**src/rtl/dps_pkg.sv**
```systemverilog
// Shared constants and carrier types for the dual-port static memory port controller
package dps_pkg;
   localparam int ADDR_W = 12;
   localparam int DATA_W = 9;
   localparam int DEPTH = 4096;
   // Clock period and pin timing figures in nanoseconds
   localparam int CLK_PERIOD_NS = 8;
   localparam int T_ADDR_SETUP_NS = 0;
   localparam int T_WRITE_PULSE_NS = 20;
   localparam int T_WZ_NS = 11;
   localparam int T_DW_NS = 15;
   localparam int T_WR_NS = 2;
   localparam int T_DH_NS = 0;
   localparam int T_ACCESS_NS = 25;
   localparam int T_HZ_NS = 11;
   localparam int T_PASS_NS = 45;
   // Least times round up, never below one cycle
   function automatic int cyc_min(input int ns);
      int c;
      c = (ns + CLK_PERIOD_NS - 1) / CLK_PERIOD_NS;
      return (c < 1) ? 1 : c;
   endfunction
   localparam int WP_OE_HI_CYC = cyc_min(T_WRITE_PULSE_NS);
   localparam int WP_OE_LO_CYC = cyc_min((T_WRITE_PULSE_NS > T_WZ_NS + T_DW_NS) ?
                                         T_WRITE_PULSE_NS : T_WZ_NS + T_DW_NS);
   localparam int SETUP_CYC = cyc_min(T_ADDR_SETUP_NS);
   localparam int RECOV_CYC = cyc_min((T_WR_NS > T_DH_NS) ? T_WR_NS : T_DH_NS);
   localparam int ACCESS_CYC = cyc_min(T_ACCESS_NS);
   localparam int HZ_CYC = cyc_min(T_HZ_NS);
   localparam int PASS_CYC = cyc_min(T_PASS_NS);
   localparam int CNT_W = 8;
   localparam int SYNC_STAGES = 3;
   // User request carrier
   typedef struct packed {
      logic write;
      logic [ADDR_W-1:0] addr;
      logic [DATA_W-1:0] wdata;
   } dps_req_s;
   // Pins toward one memory port
   typedef struct packed {
      logic rw_n;
      logic oe_n;
      logic [ADDR_W-1:0] addr;
      logic [DATA_W-1:0] dout;
      logic data_oe;
   } dps_pin_s;
endpackage

```
**src/rtl/dps_sync.sv**
```systemverilog
// Three-stage synchroniser with agreement filter for a pin bus
`timescale 1ns/1ps
`default_nettype none
module dps_sync #(
   parameter int W = 9
) (
   input wire logic clk, // System clock
   input wire logic rstn, // Async reset, active low
   input wire logic [W-1:0] din, // Asynchronous pin value
   output logic [W-1:0] dout // Filtered value
);
   logic [W-1:0] s1_q;
   logic [W-1:0] s2_q;
   logic [W-1:0] s3_q;
   logic [W-1:0] out_q;
   // Stage one is read only by stage two
   always_ff @(posedge clk or negedge rstn) begin
      if (!rstn) begin
         s1_q <= '0;
         s2_q <= '0;
         s3_q <= '0;
      end else begin
         s1_q <= din;
         s2_q <= s1_q;
         s3_q <= s2_q;
      end
   end
   // Take a new value only once stages two and three agree per bit
   genvar i;
   generate
      for (i = 0; i < W; i++) begin : g_bit
         always_ff @(posedge clk or negedge rstn) begin
            if (!rstn) begin
               out_q[i] <= 1'b0;
            end else if (s2_q[i] == s3_q[i]) begin
               out_q[i] <= s3_q[i];
            end
         end
      end
   endgenerate
   assign dout = out_q;
endmodule
`default_nettype wire

```
**src/rtl/dps_port_ctrl.sv**
```systemverilog
// Host-side controller that drives one port of an asynchronous dual-port static memory
//
// What the memory does and asks of its host
// The memory holds 4096 words of 9 bits reached by a 12-bit address and 9-bit data.
// A low read/write select stores the data bus into the addressed word whatever oe is.
// With select high and output enable low the memory drives the addressed word out.
// With output enable high the memory keeps its data pins floating.
// There is no chip select, so the port is always live and needs no wake-up.
// The two ports run on their own, each reaching any word without the other.
// Users must never write one word from both ports at once, as no arbiter exists.
// Read and write behaviour holds only when the two ports address different words.
// The driving party keeps read/write select high whenever the address changes.
// The host does not drive write data while the memory may still drive the pins.
// With oe low during a write the pulse is the larger of pulse width or turnoff plus setup.
// With oe high during a write the pulse may be as short as the least pulse width.
// Write data stays stable after the write ends for the hold time, zero at least.
// A word written on one port shows on the other port after a bounded pass-through delay.
`timescale 1ns/1ps
`default_nettype none
module dps_port_ctrl #(
   parameter int ADDR_W = dps_pkg::ADDR_W,
   parameter int DATA_W = dps_pkg::DATA_W,
   parameter bit OE_LOW_IN_WRITE = 1'b0
) (
   input wire logic clk, // System clock, 125 MHz
   input wire logic rstn, // Async reset, active low
   input wire logic req_valid, // Request offered
   output logic req_ready, // Request taken this cycle
   input wire dps_pkg::dps_req_s req, // Request body
   input wire logic peer_wait, // Wait for port-to-port pass-through after write
   output logic rsp_valid, // Read data or write done, one cycle
   output logic [DATA_W-1:0] rsp_rdata, // Read data
   output logic rsp_write, // Response belongs to a write
   output logic mem_rw_n, // Read/write select pin, low writes
   output logic mem_oe_n, // Output enable pin, active low
   output logic [ADDR_W-1:0] port_address_bus, // Address pins
   input wire logic [DATA_W-1:0] port_data_bus_i, // Data pins as seen
   output logic [DATA_W-1:0] port_data_bus_o, // Data pins driven by host
   output logic port_data_bus_oe // High while host drives data pins
);
   // Phases of one access; each phase is timed by the shared down-counter
   typedef enum logic [2:0] {
      ST_IDLE, ST_SETUP, ST_WPULSE, ST_RECOV, ST_RDWAIT, ST_RDEND, ST_PASS
   } dps_state_e;

   dps_state_e state_q;
   logic [dps_pkg::CNT_W-1:0] cnt_q;
   logic wr_q;
   logic [ADDR_W-1:0] addr_q;
   logic [DATA_W-1:0] wdata_q;
   logic [DATA_W-1:0] rdata_q;
   logic rsp_valid_q;
   logic rsp_write_q;
   logic rw_n_q;
   logic oe_n_q;
   logic doe_q;
   logic [DATA_W-1:0] data_sync;
   logic cnt_done;

   localparam logic [dps_pkg::CNT_W-1:0] WP_CYC = dps_pkg::CNT_W'(OE_LOW_IN_WRITE ?
      dps_pkg::WP_OE_LO_CYC : dps_pkg::WP_OE_HI_CYC);
   localparam logic [dps_pkg::CNT_W-1:0] ONE = dps_pkg::CNT_W'(1);
   // Pulse count at which host data may go out with oe low, once memory turnoff is over
   localparam logic [dps_pkg::CNT_W-1:0] DRIVE_AT = WP_CYC -
      dps_pkg::CNT_W'(dps_pkg::HZ_CYC) + ONE;

   // Data pins arrive from another timing domain, so filter them
   // The filter adds four cycles to the read path, three of which the access wait counts in
   dps_sync #(
      .W(DATA_W)
   ) u_sync (
      .clk(clk),
      .rstn(rstn),
      .din(port_data_bus_i),
      .dout(data_sync)
   );

   // A phase ends on the cycle its count reaches one
   assign cnt_done = (cnt_q == ONE);
   // Memory is always live, so a request can be taken straight from idle
   assign req_ready = (state_q == ST_IDLE);

   // Sequencer; every phase length is counted down in cnt_q
   always_ff @(posedge clk or negedge rstn) begin
      if (!rstn) begin
         state_q <= ST_IDLE;
         cnt_q <= '0;
      end else begin
         case (state_q)
            ST_IDLE: begin
               if (req_valid) begin
                  state_q <= ST_SETUP;
                  // Turnoff wait covers memory drivers still on the bus
                  cnt_q <= dps_pkg::CNT_W'(req.write ?
                     dps_pkg::HZ_CYC : dps_pkg::SETUP_CYC);
               end
            end
            ST_SETUP: begin
               if (cnt_done) begin
                  state_q <= wr_q ? ST_WPULSE : ST_RDWAIT;
                  cnt_q <= wr_q ? WP_CYC : dps_pkg::CNT_W'(dps_pkg::ACCESS_CYC +
                     dps_pkg::SYNC_STAGES);
               end else begin
                  cnt_q <= cnt_q - ONE;
               end
            end
            ST_WPULSE: begin
               if (cnt_done) begin
                  state_q <= ST_RECOV;
                  cnt_q <= dps_pkg::CNT_W'(dps_pkg::RECOV_CYC);
               end else begin
                  cnt_q <= cnt_q - ONE;
               end
            end
            ST_RECOV: begin
               if (cnt_done) begin
                  // Peer wait holds this port off its next request while the written word passes to the far port
                  state_q <= peer_wait ? ST_PASS : ST_IDLE;
                  cnt_q <= dps_pkg::CNT_W'(dps_pkg::PASS_CYC);
               end else begin
                  cnt_q <= cnt_q - ONE;
               end
            end
            ST_RDWAIT: begin
               if (cnt_done) begin
                  state_q <= ST_RDEND;
                  cnt_q <= dps_pkg::CNT_W'(dps_pkg::HZ_CYC);
               end else begin
                  cnt_q <= cnt_q - ONE;
               end
            end
            ST_RDEND, ST_PASS: begin
               if (cnt_done) begin
                  state_q <= ST_IDLE;
               end else begin
                  cnt_q <= cnt_q - ONE;
               end
            end
            default: begin
               state_q <= ST_IDLE;
               cnt_q <= '0;
            end
         endcase
      end
   end

   // Latch the request; address only moves in idle where select is high
   always_ff @(posedge clk or negedge rstn) begin
      if (!rstn) begin
         wr_q <= 1'b0;
         addr_q <= '0;
         wdata_q <= '0;
      end else if (state_q == ST_IDLE && req_valid) begin
         wr_q <= req.write;
         addr_q <= req.addr[ADDR_W-1:0];
         wdata_q <= req.wdata[DATA_W-1:0];
      end
   end

   // Select low only during the pulse; it stays high across any address change
   always_ff @(posedge clk or negedge rstn) begin
      if (!rstn) begin
         rw_n_q <= 1'b1;
      end else begin
         rw_n_q <= !((state_q == ST_SETUP && cnt_done && wr_q) ||
                     (state_q == ST_WPULSE && !cnt_done));
      end
   end

   // Output enable low for reads, and in writes only if strapped that way
   always_ff @(posedge clk or negedge rstn) begin
      if (!rstn) begin
         oe_n_q <= 1'b1;
      end else begin
         case (state_q)
            ST_IDLE: oe_n_q <= !(req_valid && (!req.write || OE_LOW_IN_WRITE));
            ST_RDWAIT: oe_n_q <= cnt_done;
            ST_SETUP, ST_WPULSE: oe_n_q <= oe_n_q;
            default: oe_n_q <= 1'b1;
         endcase
      end
   end

   // Drive data only after memory turnoff and hold it through recovery.
   // With oe low in writes the memory drives until the select fall turns it off,
   // so the host holds its data back for the turnoff cycles of the pulse.
   always_ff @(posedge clk or negedge rstn) begin
      if (!rstn) begin
         doe_q <= 1'b0;
      end else begin
         doe_q <= wr_q && ((state_q == ST_SETUP && cnt_done && !OE_LOW_IN_WRITE) ||
                  (state_q == ST_WPULSE && (!OE_LOW_IN_WRITE || cnt_q <= DRIVE_AT)) ||
                  (state_q == ST_RECOV && !cnt_done));
      end
   end

   // Capture read data at the end of the access wait and report completion
   always_ff @(posedge clk or negedge rstn) begin
      if (!rstn) begin
         rdata_q <= '0;
         rsp_valid_q <= 1'b0;
         rsp_write_q <= 1'b0;
      end else begin
         rsp_valid_q <= (state_q == ST_RDWAIT && cnt_done) ||
                        (state_q == ST_RECOV && cnt_done);
         rsp_write_q <= (state_q == ST_RECOV);
         if (state_q == ST_RDWAIT && cnt_done) begin
            rdata_q <= data_sync;
         end
      end
   end

   // Every pin comes straight from a flip-flop, so no decode glitch reaches the memory
   assign mem_rw_n = rw_n_q;
   assign mem_oe_n = oe_n_q;
   assign port_address_bus = addr_q;
   assign port_data_bus_o = wdata_q;
   assign port_data_bus_oe = doe_q;
   assign rsp_valid = rsp_valid_q;
   assign rsp_rdata = rdata_q;
   assign rsp_write = rsp_write_q;
endmodule
`default_nettype wire

```
**config.mk**
```make
export PLATFORM = sky130hd
export DESIGN_NAME = dps_port_ctrl
export DESIGN_NICKNAME = d
export VERILOG_FILES = /design/src/rtl/dps_pkg.sv /design/src/rtl/dps_sync.sv /design/src/rtl/dps_port_ctrl.sv
export SDC_FILE = /design/constraint.sdc
export NUM_CORES = 1
export LEC_CHECK = 0
export BUFFER_PORTS_ARGS = -buffer_cell sky130_fd_sc_hd__clkbuf_2
export CAP_MARGIN = 20
export CORE_MARGIN = 4
export CORE_UTILIZATION = 57
export CTS_CLUSTER_DIAMETER = 120
export CTS_CLUSTER_SIZE = 30
export DETAILED_ROUTE_END_ITERATION = 7
export PLACE_DENSITY_LB_ADDON = 0.2
export SETUP_SLACK_MARGIN = 0.05
export SKIP_CTS_REPAIR_TIMING = 1
export SLEW_MARGIN = 20
export SYNTH_ARGS = -nofsm -noshare
export SYNTH_HDL_FRONTEND = slang
export SYNTH_HIERARCHICAL = 1
export SYNTH_SLANG_ARGS = --single-unit
export TNS_END_PERCENT = 100
```
**constraint.sdc**
```tcl
create_clock -name clk -period 3.4 [get_ports clk]
set_clock_uncertainty 0.05 [all_clocks]
set_input_delay 0 -clock clk [delete_from_list [all_inputs] [get_ports clk]]
set_output_delay 0 -clock clk [all_outputs]
set_load 0.01 [all_outputs]
```
==> results.txt <==
----------------------------------------------------
[Drt]
  Via count ... 2152
  Final wirelength ... 6256 µm
  Post-DR vias/cell ... 5.186
  Number of detailed-routing iterations run before antenna repair ... 4
  Number of DRC violations after detailed routing ... 0
  Final ANT Viol Nets ... 0
  Routed wire per std cell ... 15.07 µm
  Number of violations reported at the end of detailed-routing iteration 0 ... 153

[Synthesis]
  Net count after synthesis ... around 270
  Flop and latch count out of synthesis ... slightly above 80
  Number of enable flip-flop cells after synthesis ... 0
  Share of synthesized area occupied by flip-flops and latches ... 64.92%
  Post-synthesis cell type count ... 49
  Area leader, netlist ... sky130_fd_sc_hd__dfrtp_1
  Largest cells by area after synthesis ... sky130_fd_sc_hd__dfrtp_1 63%, sky130_fd_sc_hd__mux2_2 11%, sky130_fd_sc_hd__maj3_2 3.2%
  Fraction of synthesized cell area taken by the top area cell type ... 63.28%
  Most numerous cell types in the synthesized netlist ... 81 x sky130_fd_sc_hd__dfrtp_1, 30 x sky130_fd_sc_hd__mux2_2, 16 x sky130_fd_sc_hd__nand2_1
  Fraction of registers with async set or reset after synthesis ... 100.0%
  Cell count after synthesis ... ~230
  Warnings from Yosys ... 6
  Post-synth design cell area ... 3203 µm²
  Synth Area per Inst ... approximately 14 µm²
  Top FF cell, synth ... sky130_fd_sc_hd__dfrtp_1
  Most frequent cell after synthesis ... sky130_fd_sc_hd__dfrtp_1

[Die]
  Die Y ... approximately 83 µm
  Core outline area ... 5473 µm²
  Cell Rows ... 27
  Die Footprint ... 6882 µm²
  Io pins ... 71
  Initial core utilization ... between 50% and 60%
  DIE WIDTH ... approximately 83 µm

[Placed design]
  Final RePlAce weighted congestion ... 0.8640
  Number of cells after detailed placement ... about 370
  Half-perimeter wire length after placement ... 3857 µm
  Port bufs ... 70

[Critical path]
  Endpoint class of the critical path ... register
  Largest fanout on the critical path ... 13
  Worst Path Buf+Inv ... 1
  Critical Setup Path Class ... register to register
  Slowest Stage Delay on Critical Path ... 0.51 ns
  Startpoint kind of the worst setup timing path ... register
  Family with the most delay on the worst path ... simple AND/OR/NAND/NOR gates
  Standard cell with the maximum stage delay on the critical path ... sky130_fd_sc_hd__o21ai_2
  Req. time, crit path ... 3.57 ns
  Endpoint arrival time on the critical path ... ~2.7 ns
  Cell-by-cell trace of the critical path ... inv_1, ha_1, nor3b_1, nand2_1, o21ai_2, nor4_1, a221o_1

[Clocking]
  Master cell of the clock root buffer ... sky130_fd_sc_hd__clkbuf_8
  CTS Buffer Depth ... 2
  Cts bufs inserted ... 9
  Insertion delay of the later-clocked pin in the worst-skew pair ... 0.34 ns
  Clock-pin slew of the registers on the worst-case setup and hold paths ... 0.08 ns
  Number of sinks on the clock net ... 83
  H-tree levels ... 3
  CTS tree ... done

[STA]
  Setup_tns ... 0 ns
  Fmax achieved ... 399.1 MHz
  Worst Max-Slew Pin Slew ... 0.7176 ns
  Setup violations, final ... 0
  Period Utilization, post-route ... 73.69%
  Clock period minus final worst setup slack ... 2.505 ns
  Relative max-transition margin ... 52.16%
  Unrepaired setup endpoints after global routing ... false
  Count of pins over their slew limit ... 0
  Final hold vios ... 0

[GRT]
  Wire length of the first global-routing pass ... 9798 µm
  Via count of the first global-routing pass ... between 2000 and 2500
  Antenna violations before repair ... 0
  Total congestion overflow after global routing ... 0
  Aggregate global-route resource usage ... 17.75%
  Pin count of the biggest net entering global routing ... 84

[Pwr]
  Power density over the cells ... 421.6 nW/µm²
  Worst supply voltage drop on vdd ... around 310 µV
  Static leakage ... 0.002038 µW

[Layout]
  Filler instances ... 370
  Signed area change from the synthesized netlist to the final layout ... 27.97%
  Number of diodes ... 0
  Final cell count without fillers ... 415
  Fraction of layout instances using a drive strength above 1 ... 39.65%
  Total number of nets in the final design ... 375
  Fraction of the core area covered by cells at the end of the flow ... between 70% and 80%

[Run status]
  Outcome ... finished clean

[Min path]
  Min-delay worst type ... input pin to register

[Run]
  # Max-Cap Violations ... 0

----------------------------------------------------
## per-stage QoR
step | worst slack, ns | hold slack (ns) | cell area, µm² | total power (µW)
2_1_floorplan | 1.464 | -0.3456 | 3203 | 1055
3_3_place_gp | 1.126 | 0.05772 | 3590 | 1096
3_5_place_dp | 0.9671 | 0.05971 | 3590 | 1100
4_1_cts | 0.9569 | -0.3054 | 3765 | 1718
5_1_grt | 0.7018 | 0.1011 | 4099 | 1812
6_report | 0.8945 | 0.04681 | 4099 | 1728
## cell usage in the layout, fill, tap and decap left out, types with 4 or more instances in the layout
| master | instances |
|---|---|
| sky130_fd_sc_hd__clkinvlp_4 | 4 |
| sky130_fd_sc_hd__dlygate4sd3_1 | 33 |
| sky130_fd_sc_hd__nand2_1 | 16 |
| sky130_fd_sc_hd__clkbuf_2 | 69 |
| sky130_fd_sc_hd__nor4_1 | 4 |
| sky130_fd_sc_hd__inv_1 | 5 |
| sky130_fd_sc_hd__maj3_2 | 9 |
| sky130_fd_sc_hd__dfrtp_1 | 81 |
| sky130_fd_sc_hd__nor2_1 | 15 |
| sky130_fd_sc_hd__clkbuf_8 | 9 |
| sky130_fd_sc_hd__nor3_1 | 8 |
| sky130_fd_sc_hd__o21ai_0 | 9 |
| sky130_fd_sc_hd__mux2_2 | 30 |
## worst reg2reg max path: stages (launching register included)
cell	delay [ns]
sky130_fd_sc_hd__dfrtp_1	0.42
sky130_fd_sc_hd__inv_1	0.09
sky130_fd_sc_hd__ha_1	0.14
sky130_fd_sc_hd__nor3b_1	0.48
sky130_fd_sc_hd__nand2_1	0.26
sky130_fd_sc_hd__o21ai_2	0.51
sky130_fd_sc_hd__nor4_1	0.14
sky130_fd_sc_hd__a221o_1	0.31
## layer usage
metal	global-route usage (%)	vias to the layer above	wire length, µm
met5	0	-	0
met4	8.470	0	114
met1	22.55	1046	2607
li1	-	1037	-
met2	27.48	60	3129
met3	5.952	9	405
## sequential cells by signal (all words and copies together) (netlist names)
signal / cells
cnt_q: 8
mem_oe_n: 1
mem_rw_n: 1
port_address_bus: 12
port_data_bus_o: 9
port_data_bus_oe: 1
rsp_rdata: 9
rsp_valid: 1
rsp_write: 1
state_q: 3
u_sync/dout: 9
u_sync/s1_q: 9
u_sync/s2_q: 9
u_sync/s3_q: 9
wr_q: 1
## power by group
part | internal (µW) | switching [µW] | total, µW
clock | 270 | 349 | 619
sequential | 1010 | 13.2 | 1030
combinational | 49.2 | 33.7 | 82.9
total | 1330 | 396 | 1730
## worst paths after layout
path	startpoint	to	slack, ns	depth (start not counted)
max	cnt_q[1]$_DFFE_PN0P_	cnt_q[5]$_DFFE_PN0P_	0.89	7
min reg2reg	u_sync/s1_q[8]$_DFF_PN0_	u_sync/s2_q[8]$_DFF_PN0_	0.30	0
max reg2reg	cnt_q[1]$_DFFE_PN0P_	cnt_q[5]$_DFFE_PN0P_	0.89	7
max in group asynchronous	rstn	u_sync/s2_q[3]$_DFF_PN0_	2.60	2
min in group asynchronous	rstn	cnt_q[3]$_DFFE_PN0P_	0.19	2
min	req_valid	mem_oe_n$_DFFE_PN1N_	0.05	4
## cell type report
cell class	instances	area (µm²)	area share (%)
sequential	83	2079	50.73
multi-input combinational	135	1041	25.40
timing repair buffer	104	694.4	16.94
clock buffer	10	127.6	3.114
tap	72	90.09	2.198
clock inverter	6	47.55	1.160
inverter	5	18.77	0.4579
## logic make-up (layout without fill, tap and decap cells)
family	after synthesis	in the layout	synth area share [%]
flops	83	83	64.92
simple gates	58	58	9.415
compound gates	32	32	7.305
mux	31	31	11.02
buf+inv	16	125	2.578
fa+ha+maj	11	11	3.945
xor+xnor	3	3	0.8205
(Power assumes the default switching activity.)
